File: src/rtl/ijx_regs.svh
// constants for the insert and jump execution unit
`ifndef IJX_REGS_SVH
`define IJX_REGS_SVH
`define IJX_OP_INSERT_BYTE       8'h0C
`define IJX_OP_INSERT_HALF       8'h78
`define IJX_OP_CACHE_CLR         8'h9F
`define IJX_OP_INT_RETURN        8'h88
`define IJX_OP_INT_RETURN_CLR    8'h8C
`define IJX_OP_DIRECT_JUMP       8'hA0
`define IJX_OP_JUMP_FALSE        8'hA4
`define IJX_OP_JUMP_FALSE_DEC    8'hB4
`define IJX_OP_JUMP_FALSE_IND    8'hC4
`define IJX_DESTINATION_REG_MSB             23
`define IJX_DESTINATION_REG_LSB             16
`define IJX_FIRST_REG_MSB        15
`define IJX_FIRST_REG_LSB        8
`define IJX_LOW_FIELD_MSB        7
`define IJX_LOW_FIELD_LSB        0
`define IJX_OPC_MSB       31
`define IJX_OPC_LSB       24
`define IJX_MODE_BIT      24
`define IJX_TGT_WIDTH     30
`define IJX_WORD_RESET    32'h0000_0000
`define IJX_BTC_ENTRIES   32
`endif

File: src/rtl/ijx_pkg.sv
// types shared by the insert and jump execution unit
package ijx_pkg;
    typedef struct packed {
        logic [31:0] instr;
        logic [31:0] first_operand;
        logic [31:0] reg_second;
        logic [29:0] pc;
        logic [1:0]  byte_position_field;
        logic        byte_order;
        logic        supervisor;
        logic        valid;
    } ijx_issue_t;

    typedef struct packed {
        logic        wr_en;
        logic [7:0]  destination_reg;
        logic [31:0] wr_data;
        logic        fetch_redirect;
        logic [29:0] fetch_target;
        logic        prot_trap;
        logic        interrupt_return_op_start;
    } ijx_result_t;

    typedef enum logic [1:0] {
        IJX_CLR_IDLE,
        IJX_CLR_PENDING
    } ijx_clr_state_t;
endpackage

File: src/rtl/ijx_exec.sv
// insert, invalidate, interrupt return and jump execution
`timescale 1ns/1ps
`include "ijx_regs.svh"
module ijx_exec (
    input  wire logic                mclk,
    input  wire logic                rstn,
    input  wire ijx_pkg::ijx_issue_t issue,
    input  wire logic                branch_taken_any,
    output ijx_pkg::ijx_result_t     result,
    output logic                     delay_slot_exec,
    output logic [`IJX_BTC_ENTRIES-1:0] btc_valid_clear,
    output logic                     btc_clear_pulse
);
    // decoded instruction fields
    logic [7:0]                  opc;
    logic [6:0]                  opc_key;
    logic                        mode_bit;
    logic [7:0]                  destination_reg_field;
    logic [7:0]                  first_reg_field;
    logic [7:0]                  low_field;

    // operands and merged words
    logic [31:0]                 second_operand;
    logic [1:0]                  lane;
    logic                        half_lane;
    logic [31:0]                 ins_byte;
    logic [31:0]                 ins_half;
    logic [31:0]                 dec_value;

    // jump targets and condition
    logic [15:0]                 imm16;
    logic [29:0]                 imm_sext;
    logic [29:0]                 imm_zext;
    logic [29:0]                 tgt_rel;
    logic [29:0]                 tgt;
    logic [29:0]                 tgt_ind;
    logic                        cond_true;
    logic                        cond_false;

    // opcode classes
    logic                        is_insert_byte;
    logic                        is_insert_half;
    logic                        is_cache_clr;
    logic                        is_int_return;
    logic                        is_int_return_clr;
    logic                        is_direct_jump;
    logic                        is_jump_false;
    logic                        is_jump_false_dec;
    logic                        is_jump_false_ind;
    logic                        is_cond_jump;
    logic                        privileged;
    logic                        user_trap;
    logic                        new_cache_clr;
    logic                        return_clr;

    // result group
    ijx_pkg::ijx_result_t        next_result;

    // delay slot group
    logic                        next_delay_slot_exec;

    // branch cache clear group
    ijx_pkg::ijx_clr_state_t     clr_state;
    ijx_pkg::ijx_clr_state_t     next_clr_state;
    logic                        next_btc_clear_pulse;
    logic [`IJX_BTC_ENTRIES-1:0] next_btc_valid_clear;

    genvar gi;

    // field split
    always_comb begin
        opc             = issue.instr[`IJX_OPC_MSB:`IJX_OPC_LSB];
        opc_key         = opc[7:1];
        mode_bit        = issue.instr[`IJX_MODE_BIT];
        destination_reg_field      = issue.instr[`IJX_DESTINATION_REG_MSB:`IJX_DESTINATION_REG_LSB];
        first_reg_field = issue.instr[`IJX_FIRST_REG_MSB:`IJX_FIRST_REG_LSB];
        low_field       = issue.instr[`IJX_LOW_FIELD_MSB:`IJX_LOW_FIELD_LSB];
    end

    // opcode classes, low opcode bit is the mode bit and is ignored
    always_comb begin
        is_insert_byte    = {opc_key, 1'b0} == `IJX_OP_INSERT_BYTE;
        is_insert_half    = {opc_key, 1'b0} == `IJX_OP_INSERT_HALF;
        is_cache_clr      = {opc_key, 1'b0} == {`IJX_OP_CACHE_CLR >> 1, 1'b0};
        is_int_return     = {opc_key, 1'b0} == `IJX_OP_INT_RETURN;
        is_int_return_clr = {opc_key, 1'b0} == `IJX_OP_INT_RETURN_CLR;
        is_direct_jump    = {opc_key, 1'b0} == `IJX_OP_DIRECT_JUMP;
        is_jump_false     = {opc_key, 1'b0} == `IJX_OP_JUMP_FALSE;
        is_jump_false_dec = {opc_key, 1'b0} == `IJX_OP_JUMP_FALSE_DEC;
        is_jump_false_ind = {opc_key, 1'b0} == `IJX_OP_JUMP_FALSE_IND;
        is_cond_jump      = is_jump_false || is_jump_false_dec || is_jump_false_ind;
        privileged        = is_cache_clr || is_int_return || is_int_return_clr;
        user_trap         = issue.valid && privileged && !issue.supervisor;
        new_cache_clr     = issue.valid && is_cache_clr && issue.supervisor;
        return_clr        = issue.valid && is_int_return_clr && issue.supervisor;
    end

    // operand selection
    always_comb begin
        // register or zero-extended immediate
        second_operand = mode_bit ? {24'h00_0000, low_field}
                                  : issue.reg_second;
        // big-endian order numbers bytes from the top
        lane      = issue.byte_order ? issue.byte_position_field
                                     : ~issue.byte_position_field;
        half_lane = lane[1];
        dec_value = issue.first_operand - 32'h0000_0001;
    end

    // byte and half-word merge, one lane per byte
    generate
        for (gi = 0; gi < 4; gi++) begin : g_byte_lane
            assign ins_byte[gi*8 +: 8] = (lane == 2'(gi)) ? second_operand[7:0]
                                                          : issue.first_operand[gi*8 +: 8];
            assign ins_half[gi*8 +: 8] = (half_lane == 1'(gi / 2))
                                         ? second_operand[(gi % 2)*8 +: 8]
                                         : issue.first_operand[gi*8 +: 8];
        end
    endgenerate

    // jump targets and tested condition
    always_comb begin
        imm16      = {destination_reg_field, low_field};
        imm_sext   = {{14{imm16[15]}}, imm16};
        imm_zext   = {14'h0000, imm16};
        tgt_rel    = issue.pc + imm_sext;
        tgt        = mode_bit ? imm_zext : tgt_rel;
        tgt_ind    = issue.reg_second[31:2];
        cond_true  = issue.first_operand[31];
        cond_false = !cond_true;
    end

    // result group, next value
    always_comb begin
        next_result = '0;
        if (issue.valid) begin
            if (is_insert_byte) begin
                next_result.wr_en           = 1'b1;
                next_result.destination_reg = destination_reg_field;
                next_result.wr_data         = ins_byte;
            end else if (is_insert_half) begin
                next_result.wr_en           = 1'b1;
                next_result.destination_reg = destination_reg_field;
                next_result.wr_data         = ins_half;
            end else if (is_direct_jump) begin
                next_result.fetch_redirect = 1'b1;
                next_result.fetch_target   = tgt;
            end else if (is_jump_false) begin
                next_result.fetch_redirect = cond_false;
                next_result.fetch_target   = tgt;
            end else if (is_jump_false_dec) begin
                next_result.fetch_redirect  = cond_false;
                next_result.fetch_target    = tgt;
                next_result.wr_en           = 1'b1;
                next_result.destination_reg = first_reg_field;
                next_result.wr_data         = dec_value;
            end else if (is_jump_false_ind) begin
                next_result.fetch_redirect = cond_false;
                next_result.fetch_target   = tgt_ind;
            end else if (user_trap) begin
                next_result.prot_trap = 1'b1;
            end else if (is_int_return || is_int_return_clr) begin
                next_result.interrupt_return_op_start = 1'b1;
            end
        end
    end

    // result group, registers
    always_ff @(posedge mclk) begin
        if (!rstn) begin
            result <= '0;
        end else begin
            result <= next_result;
        end
    end

    // delay slot group, next value
    always_comb begin
        next_delay_slot_exec = 1'b0;
        if (issue.valid) begin
            if (is_direct_jump) begin
                next_delay_slot_exec = 1'b1;
            end
            if (is_cond_jump) begin
                next_delay_slot_exec = 1'b1;
            end
        end
    end

    // delay slot group, register
    always_ff @(posedge mclk) begin
        if (!rstn) begin
            delay_slot_exec <= 1'b0;
        end else begin
            delay_slot_exec <= next_delay_slot_exec;
        end
    end

    // branch cache clear group, next value
    always_comb begin
        next_clr_state       = clr_state;
        next_btc_clear_pulse = 1'b0;
        if (return_clr) begin
            next_btc_clear_pulse = 1'b1;
        end
        case (clr_state)
            ijx_pkg::IJX_CLR_IDLE: begin
                if (new_cache_clr) begin
                    next_clr_state = ijx_pkg::IJX_CLR_PENDING;
                end
            end
            ijx_pkg::IJX_CLR_PENDING: begin
                if (branch_taken_any) begin
                    next_btc_clear_pulse = 1'b1;
                    // a new request in the same cycle stays pending
                    if (!new_cache_clr) begin
                        next_clr_state = ijx_pkg::IJX_CLR_IDLE;
                    end
                end
            end
            default: begin
                next_clr_state = ijx_pkg::IJX_CLR_IDLE;
            end
        endcase
    end

    // one clear line per cache entry
    generate
        for (gi = 0; gi < `IJX_BTC_ENTRIES; gi++) begin : g_btc_entry
            assign next_btc_valid_clear[gi] = next_btc_clear_pulse;
        end
    endgenerate

    // branch cache clear group, registers
    always_ff @(posedge mclk) begin
        if (!rstn) begin
            clr_state       <= ijx_pkg::IJX_CLR_IDLE;
            btc_clear_pulse <= 1'b0;
            btc_valid_clear <= '0;
        end else begin
            clr_state       <= next_clr_state;
            btc_clear_pulse <= next_btc_clear_pulse;
            btc_valid_clear <= next_btc_valid_clear;
        end
    end
endmodule

File: config.mk
export PLATFORM = sky130hd
export DESIGN_NAME = ijx_exec
export DESIGN_NICKNAME = d
export VERILOG_FILES = /design/src/rtl/ijx_pkg.sv /design/src/rtl/ijx_exec.sv
export VERILOG_INCLUDE_DIRS = /design/src /design/src/rtl
export SDC_FILE = /design/constraint.sdc
export NUM_CORES = 1
export LEC_CHECK = 0
export BUFFER_PORTS_ARGS = -buffer_cell sky130_fd_sc_hd__buf_2
export CORE_AREA = 2 2 112 114
export CTS_CLUSTER_DIAMETER = 200
export DETAILED_ROUTE_END_ITERATION = 10
export DIE_AREA = 0 0 114 116
export GPL_TIMING_DRIVEN = 0
export PLACE_DENSITY = 0.89
export SLEW_MARGIN = 20
export SYNTH_ARGS = -nofsm -noshare
export SYNTH_HDL_FRONTEND = slang
export SYNTH_SLANG_ARGS = --single-unit
File: constraint.sdc
create_clock -name mclk -period 3.13 [get_ports mclk]
set_input_delay 0.4695 -clock mclk [delete_from_list [all_inputs] [get_ports mclk]]
set_output_delay 0.4695 -clock mclk [all_outputs]
set_load 0.1 [all_outputs]
==> impl_metrics.xml <==
<?xml version="1.0" encoding="UTF-8"?>
<metrics>
  <group name="outcome">
    <metric name="outcome" unit="">complete, no violations</metric>
  </group>
  <group name="worst_setup_path">
    <metric name="critPathRequiredTime" unit="ns">3.32</metric>
    <metric name="critPathKind" unit="">primary input to register</metric>
    <metric name="worst-r2r-setup-slack" unit="ns">2.44</metric>
    <metric name="critical_path.most_common_cell" unit="">o21ai_0</metric>
    <metric name="crit-reg2reg-capture" unit="">clr_state[0]$_SDFFE_PN0P_</metric>
    <metric name="critical_path.max_stage_delay" unit="ns">0.58</metric>
    <metric name="rr_worst_depth" unit="">3</metric>
    <metric name="worstSetupStartpoint" unit="">issue[99]</metric>
    <metric name="worstPathMaxFanout" unit="">3</metric>
    <metric name="timing.critical_path.arrival" unit="ns">3.08</metric>
    <metric name="critPathSlowestCell" unit="">a221oi_1</metric>
    <metric name="critPathLaunchType" unit="">primary input</metric>
    <metric name="worstSetupEndpointType" unit="">register</metric>
    <metric name="regToRegStartpoint" unit="">clr_state[0]$_SDFFE_PN0P_</metric>
    <metric name="worstPathCellList" unit="">buf_2 &gt; ha_1 &gt; inv_1 &gt; fa_1 &gt; nor2b_1 &gt; o2111ai_1 &gt; a32oi_2 &gt; a221oi_1 &gt; o21ai_0 &gt; a21oi_1 &gt; xor2_1 &gt; o21ai_0</metric>
  </group>
  <group name="die">
    <metric name="die_height" unit="um">116</metric>
    <metric name="floorplan.die_area" unit="sq um">13220</metric>
    <metric name="core_area" unit="sq um">11910</metric>
    <metric name="initial_standard_cell_utilization_of_the_core" unit="%">49.61</metric>
    <metric name="design.portCount" unit="">242</metric>
    <metric name="row_count" unit="">40</metric>
    <metric name="die-width" unit="um">114</metric>
  </group>
  <group name="routing">
    <metric name="number_of_search_and_repair_iterations_in_the_first_detailed_routing_pass" unit="">7</metric>
    <metric name="detail_route.drc_violations" unit="">0</metric>
    <metric name="vias_per_cell" unit="">5.979</metric>
    <metric name="detailedRoute.firstIterationViolations" unit="">782</metric>
    <metric name="routedWlPerCell" unit="um">17.73</metric>
    <metric name="ant_nets" unit="">0</metric>
    <metric name="drt-total-wl" unit="um">21060</metric>
    <metric name="num_vias" unit="">7103</metric>
  </group>
  <group name="layout">
    <metric name="finalNonFillerCells" unit="">1188</metric>
    <metric name="share_of_layout_cells_above_drive_strength_1" unit="%">29.87</metric>
    <metric name="layout.nets" unit="">1199</metric>
    <metric name="synthesis_to_finish_area_growth" unit="%">28.18</metric>
  </group>
  <group name="logic_synthesis">
    <metric name="yosys_warnings" unit="">0</metric>
    <metric name="async_reset_ff_share" unit="%">0</metric>
    <metric name="synthTopCellsByArea" unit="">dfxtp_1 26%, nor2_1 6.7%, ha_1 6.4%, a21oi_1 5.9%, xor2_1 4.9%</metric>
    <metric name="synth.lib_cells_used.distinct" unit="">66</metric>
    <metric name="netlist_area_before_placement" unit="sq um">5909</metric>
    <metric name="postSynth.topFlopCell" unit="">dfxtp_1</metric>
    <metric name="postSynthNetCount" unit="">948</metric>
    <metric name="yosys_register_bits" unit="">77</metric>
    <metric name="syn_avg_cell_area" unit="sq um">7.547</metric>
    <metric name="synth_edf_count" unit="">0</metric>
    <metric name="synthDominantCellAreaShare" unit="%">26.09</metric>
    <metric name="synthCells" unit="">783</metric>
    <metric name="synth-seq-area-share" unit="%">26.09</metric>
    <metric name="yosysTopAreaCell" unit="">dfxtp_1</metric>
  </group>
  <group name="clocking">
    <metric name="cts_max_level" unit="">3</metric>
    <metric name="clock_sink_count" unit="">77</metric>
    <metric name="root_buffer" unit="">clkbuf_16</metric>
    <metric name="cts_hold_repair.buffers" unit="">0</metric>
    <metric name="cts_tree" unit="">done</metric>
    <metric name="cts.clk_slew.worst_paths" unit="ns">0.06</metric>
    <metric name="cts_post_setup_buffers_inserted" unit="">0</metric>
    <metric name="worst_skew_pair_latency" unit="ns">0.33</metric>
    <metric name="clock_tree.buffer_depth" unit="">2</metric>
    <metric name="post_cts_resized" unit="">0</metric>
    <metric name="tritoncts.num_buffers" unit="">9</metric>
  </group>
  <group name="placed_design">
    <metric name="post_placement_cell_count" unit="">1170</metric>
    <metric name="dp_hpwl" unit="um">16550</metric>
    <metric name="placement.io_buffers" unit="">240</metric>
    <metric name="finalWeightedCongestion" unit="">0.9693</metric>
  </group>
  <group name="timing">
    <metric name="setup_tns" unit="ns">0</metric>
    <metric name="timing.max_slew.rel_slack" unit="%">31.08</metric>
    <metric name="timing_worst_slew_pin_value" unit="ns">1.023</metric>
    <metric name="clock.fmax" unit="MHz">346.9</metric>
    <metric name="max_slew_violations" unit="">0</metric>
    <metric name="rsz0062_at_grt" unit="">false</metric>
    <metric name="final_period_demand_of_the_worst_path" unit="ns">2.883</metric>
    <metric name="finalCritPeriodShare" unit="%">92.11</metric>
    <metric name="timing.clock.skew" unit="ns">0.0005687</metric>
    <metric name="setup-violations-final" unit="">0</metric>
    <metric name="number_of_hold_violations_in_the_final_report" unit="">0</metric>
  </group>
  <group name="job">
    <metric name="cap_viol_max_count" unit="">0</metric>
  </group>
  <group name="worst_hold_path">
    <metric name="hold_end" unit="">result[23]$_SDFF_PP0_</metric>
    <metric name="timing.hold.worst.class" unit="">primary input to register</metric>
    <metric name="worstHoldPathCells" unit="">3</metric>
    <metric name="hold_path.startpoint" unit="">issue[58]</metric>
  </group>
  <group name="power_and_ir_drop">
    <metric name="leakagePower" unit="nW">3.559</metric>
    <metric name="ir_drop" unit="mV">0.2166</metric>
    <metric name="power.density_cell_area" unit="nW/um^2">350.4</metric>
  </group>
  <group name="grt">
    <metric name="antenna_violations_before_repair" unit="">1</metric>
    <metric name="grt_pass1_vias" unit="">6391</metric>
    <metric name="grt_first_pass_wirelength" unit="um">31570</metric>
    <metric name="globalRouteTotalUtil" unit="%">30.37</metric>
    <metric name="globalRouteOverflowTotal" unit="">0</metric>
    <metric name="grt_start_max_net_pins" unit="">34</metric>
  </group>
</metrics>
-- critical path, delay by kind of cell --
kind                       cells  cell delay [ns]
adders and majority gates      2             0.42
xor gates and xnor gates       1             0.18
and+or+nand+nor                1             0.07
buffers and inverters          2             0.20
AOI/OAI and AO/OA              6             1.73
-- layout make-up --
| type | instances | area [sq um] |
|---|---|---|
| Buffer | 73 | 400.4 |
| Antenna cell | 3 | 7.507 |
| Timing Repair Buffer | 240 | 1201 |
| Multi-Input combinational cell | 617 | 3915 |
| Fill cell | 1106 | 4337 |
| Clock inverter | 6 | 40.04 |
| Inverter | 16 | 60.06 |
| Clock buffer | 9 | 225.2 |
| Tap cell | 147 | 183.9 |
| Sequential cell | 77 | 1541 |
-- routing by layer --
metal,global-route usage [%],vias up,share of wire (%)
met5,0,-,0
met4,15.37,0,4.7
met3,5.962,97,11
met2,50.32,453,46
met1,37.76,3225,39
li1,-,3328,-
-- cell usage in the layout (no fill, tap or decap), types with 8 or more instances in the layout --
| cell | count |
|---|---|
| a21o_1 | 14 |
| a21oi_1 | 70 |
| a222oi_1 | 10 |
| a22oi_1 | 18 |
| a31oi_1 | 10 |
| and3_1 | 8 |
| buf_2 | 242 |
| buf_4 | 33 |
| clkbuf_1 | 37 |
| clkbuf_16 | 9 |
| dfxtp_1 | 77 |
| ha_1 | 30 |
| inv_1 | 16 |
| mux2i_1 | 17 |
| nand2_1 | 65 |
| nand2b_1 | 9 |
| nand3_1 | 19 |
| nor2_1 | 106 |
| nor3_1 | 14 |
| nor3b_1 | 12 |
| o21ai_0 | 50 |
| o22ai_1 | 22 |
| or3_1 | 9 |
| xnor2_1 | 16 |
| xor2_1 | 33 |
-- cells by family (layout without fill, tap and decap cells) --
group           after synthesis  after routing  synth area share (%)
compound gates              235            235                 25.05
flops                        77             77                 26.09
other cells                   0              3                     0
buf+inv                      89            344                 7.792
fa+ha+maj                    31             31                 6.691
mux                          22             22                 3.832
xor+xnor                     49             49                 7.262
simple gates                280            280                 23.29
-- worst max path at each step --
stage,end,slack (ns),depth (start not counted)
floorplan,result[30]$_SDFF_PP0_,0.47,11
global placement,result[30]$_SDFF_PP0_,-0.07,12
detailed placement,result[30]$_SDFF_PP0_,-0.09,12
CTS,result[30]$_SDFF_PP0_,0.25,12
global route,result[30]$_SDFF_PP0_,0.04,12
finish,result[26]$_SDFF_PP0_,0.25,12
-- flip-flops by register name (all words and copies together), names as in the netlist --
name	cells
delay_slot_exec	1
clr_state	1
btc_clear_pulse	1
result	74
-- Yosys cell counts (all sizes together) (12+ instances only) --
cell	instances
o22ai	22
nor2	106
xnor2	16
nor3	18
a21oi	70
xor2	33
dfxtp	77
a21o	14
inv	16
nor3b	12
clkbuf	37
nand2	65
mux2i	17
ha	30
o21ai	52
nand3	19
buf	36
a22oi	18
-- metrics by stage --
step	area [sq um]	worst slack [ns]	power (mW)	utilization, %	hold slack, ns
after global routing	7570	0.04167	2.763	63.55	0.3508
final	7575	0.2471	2.655	63.59	0.3285
after floorplan	5909	0.4664	1.449	-	0.5237
after CTS	7560	0.2451	2.627	63.47	0.3301
after detailed placement	7295	-0.09115	1.691	61.24	0.5592
after global placement	7295	-0.07117	1.680	61.24	0.5364
-- power breakdown --
group | switching [mW] | total, mW | leakage, nW | internal, mW
Sequential | 0.00109 | 0.985 | 0.620 | 0.983
Combinational | 0.446 | 0.712 | 2.81 | 0.266
Clock | 0.426 | 0.958 | 0.131 | 0.532
Total | 0.873 | 2.65 | 3.56 | 1.78
No activity file was read; power rests on OpenSTA's default activity.
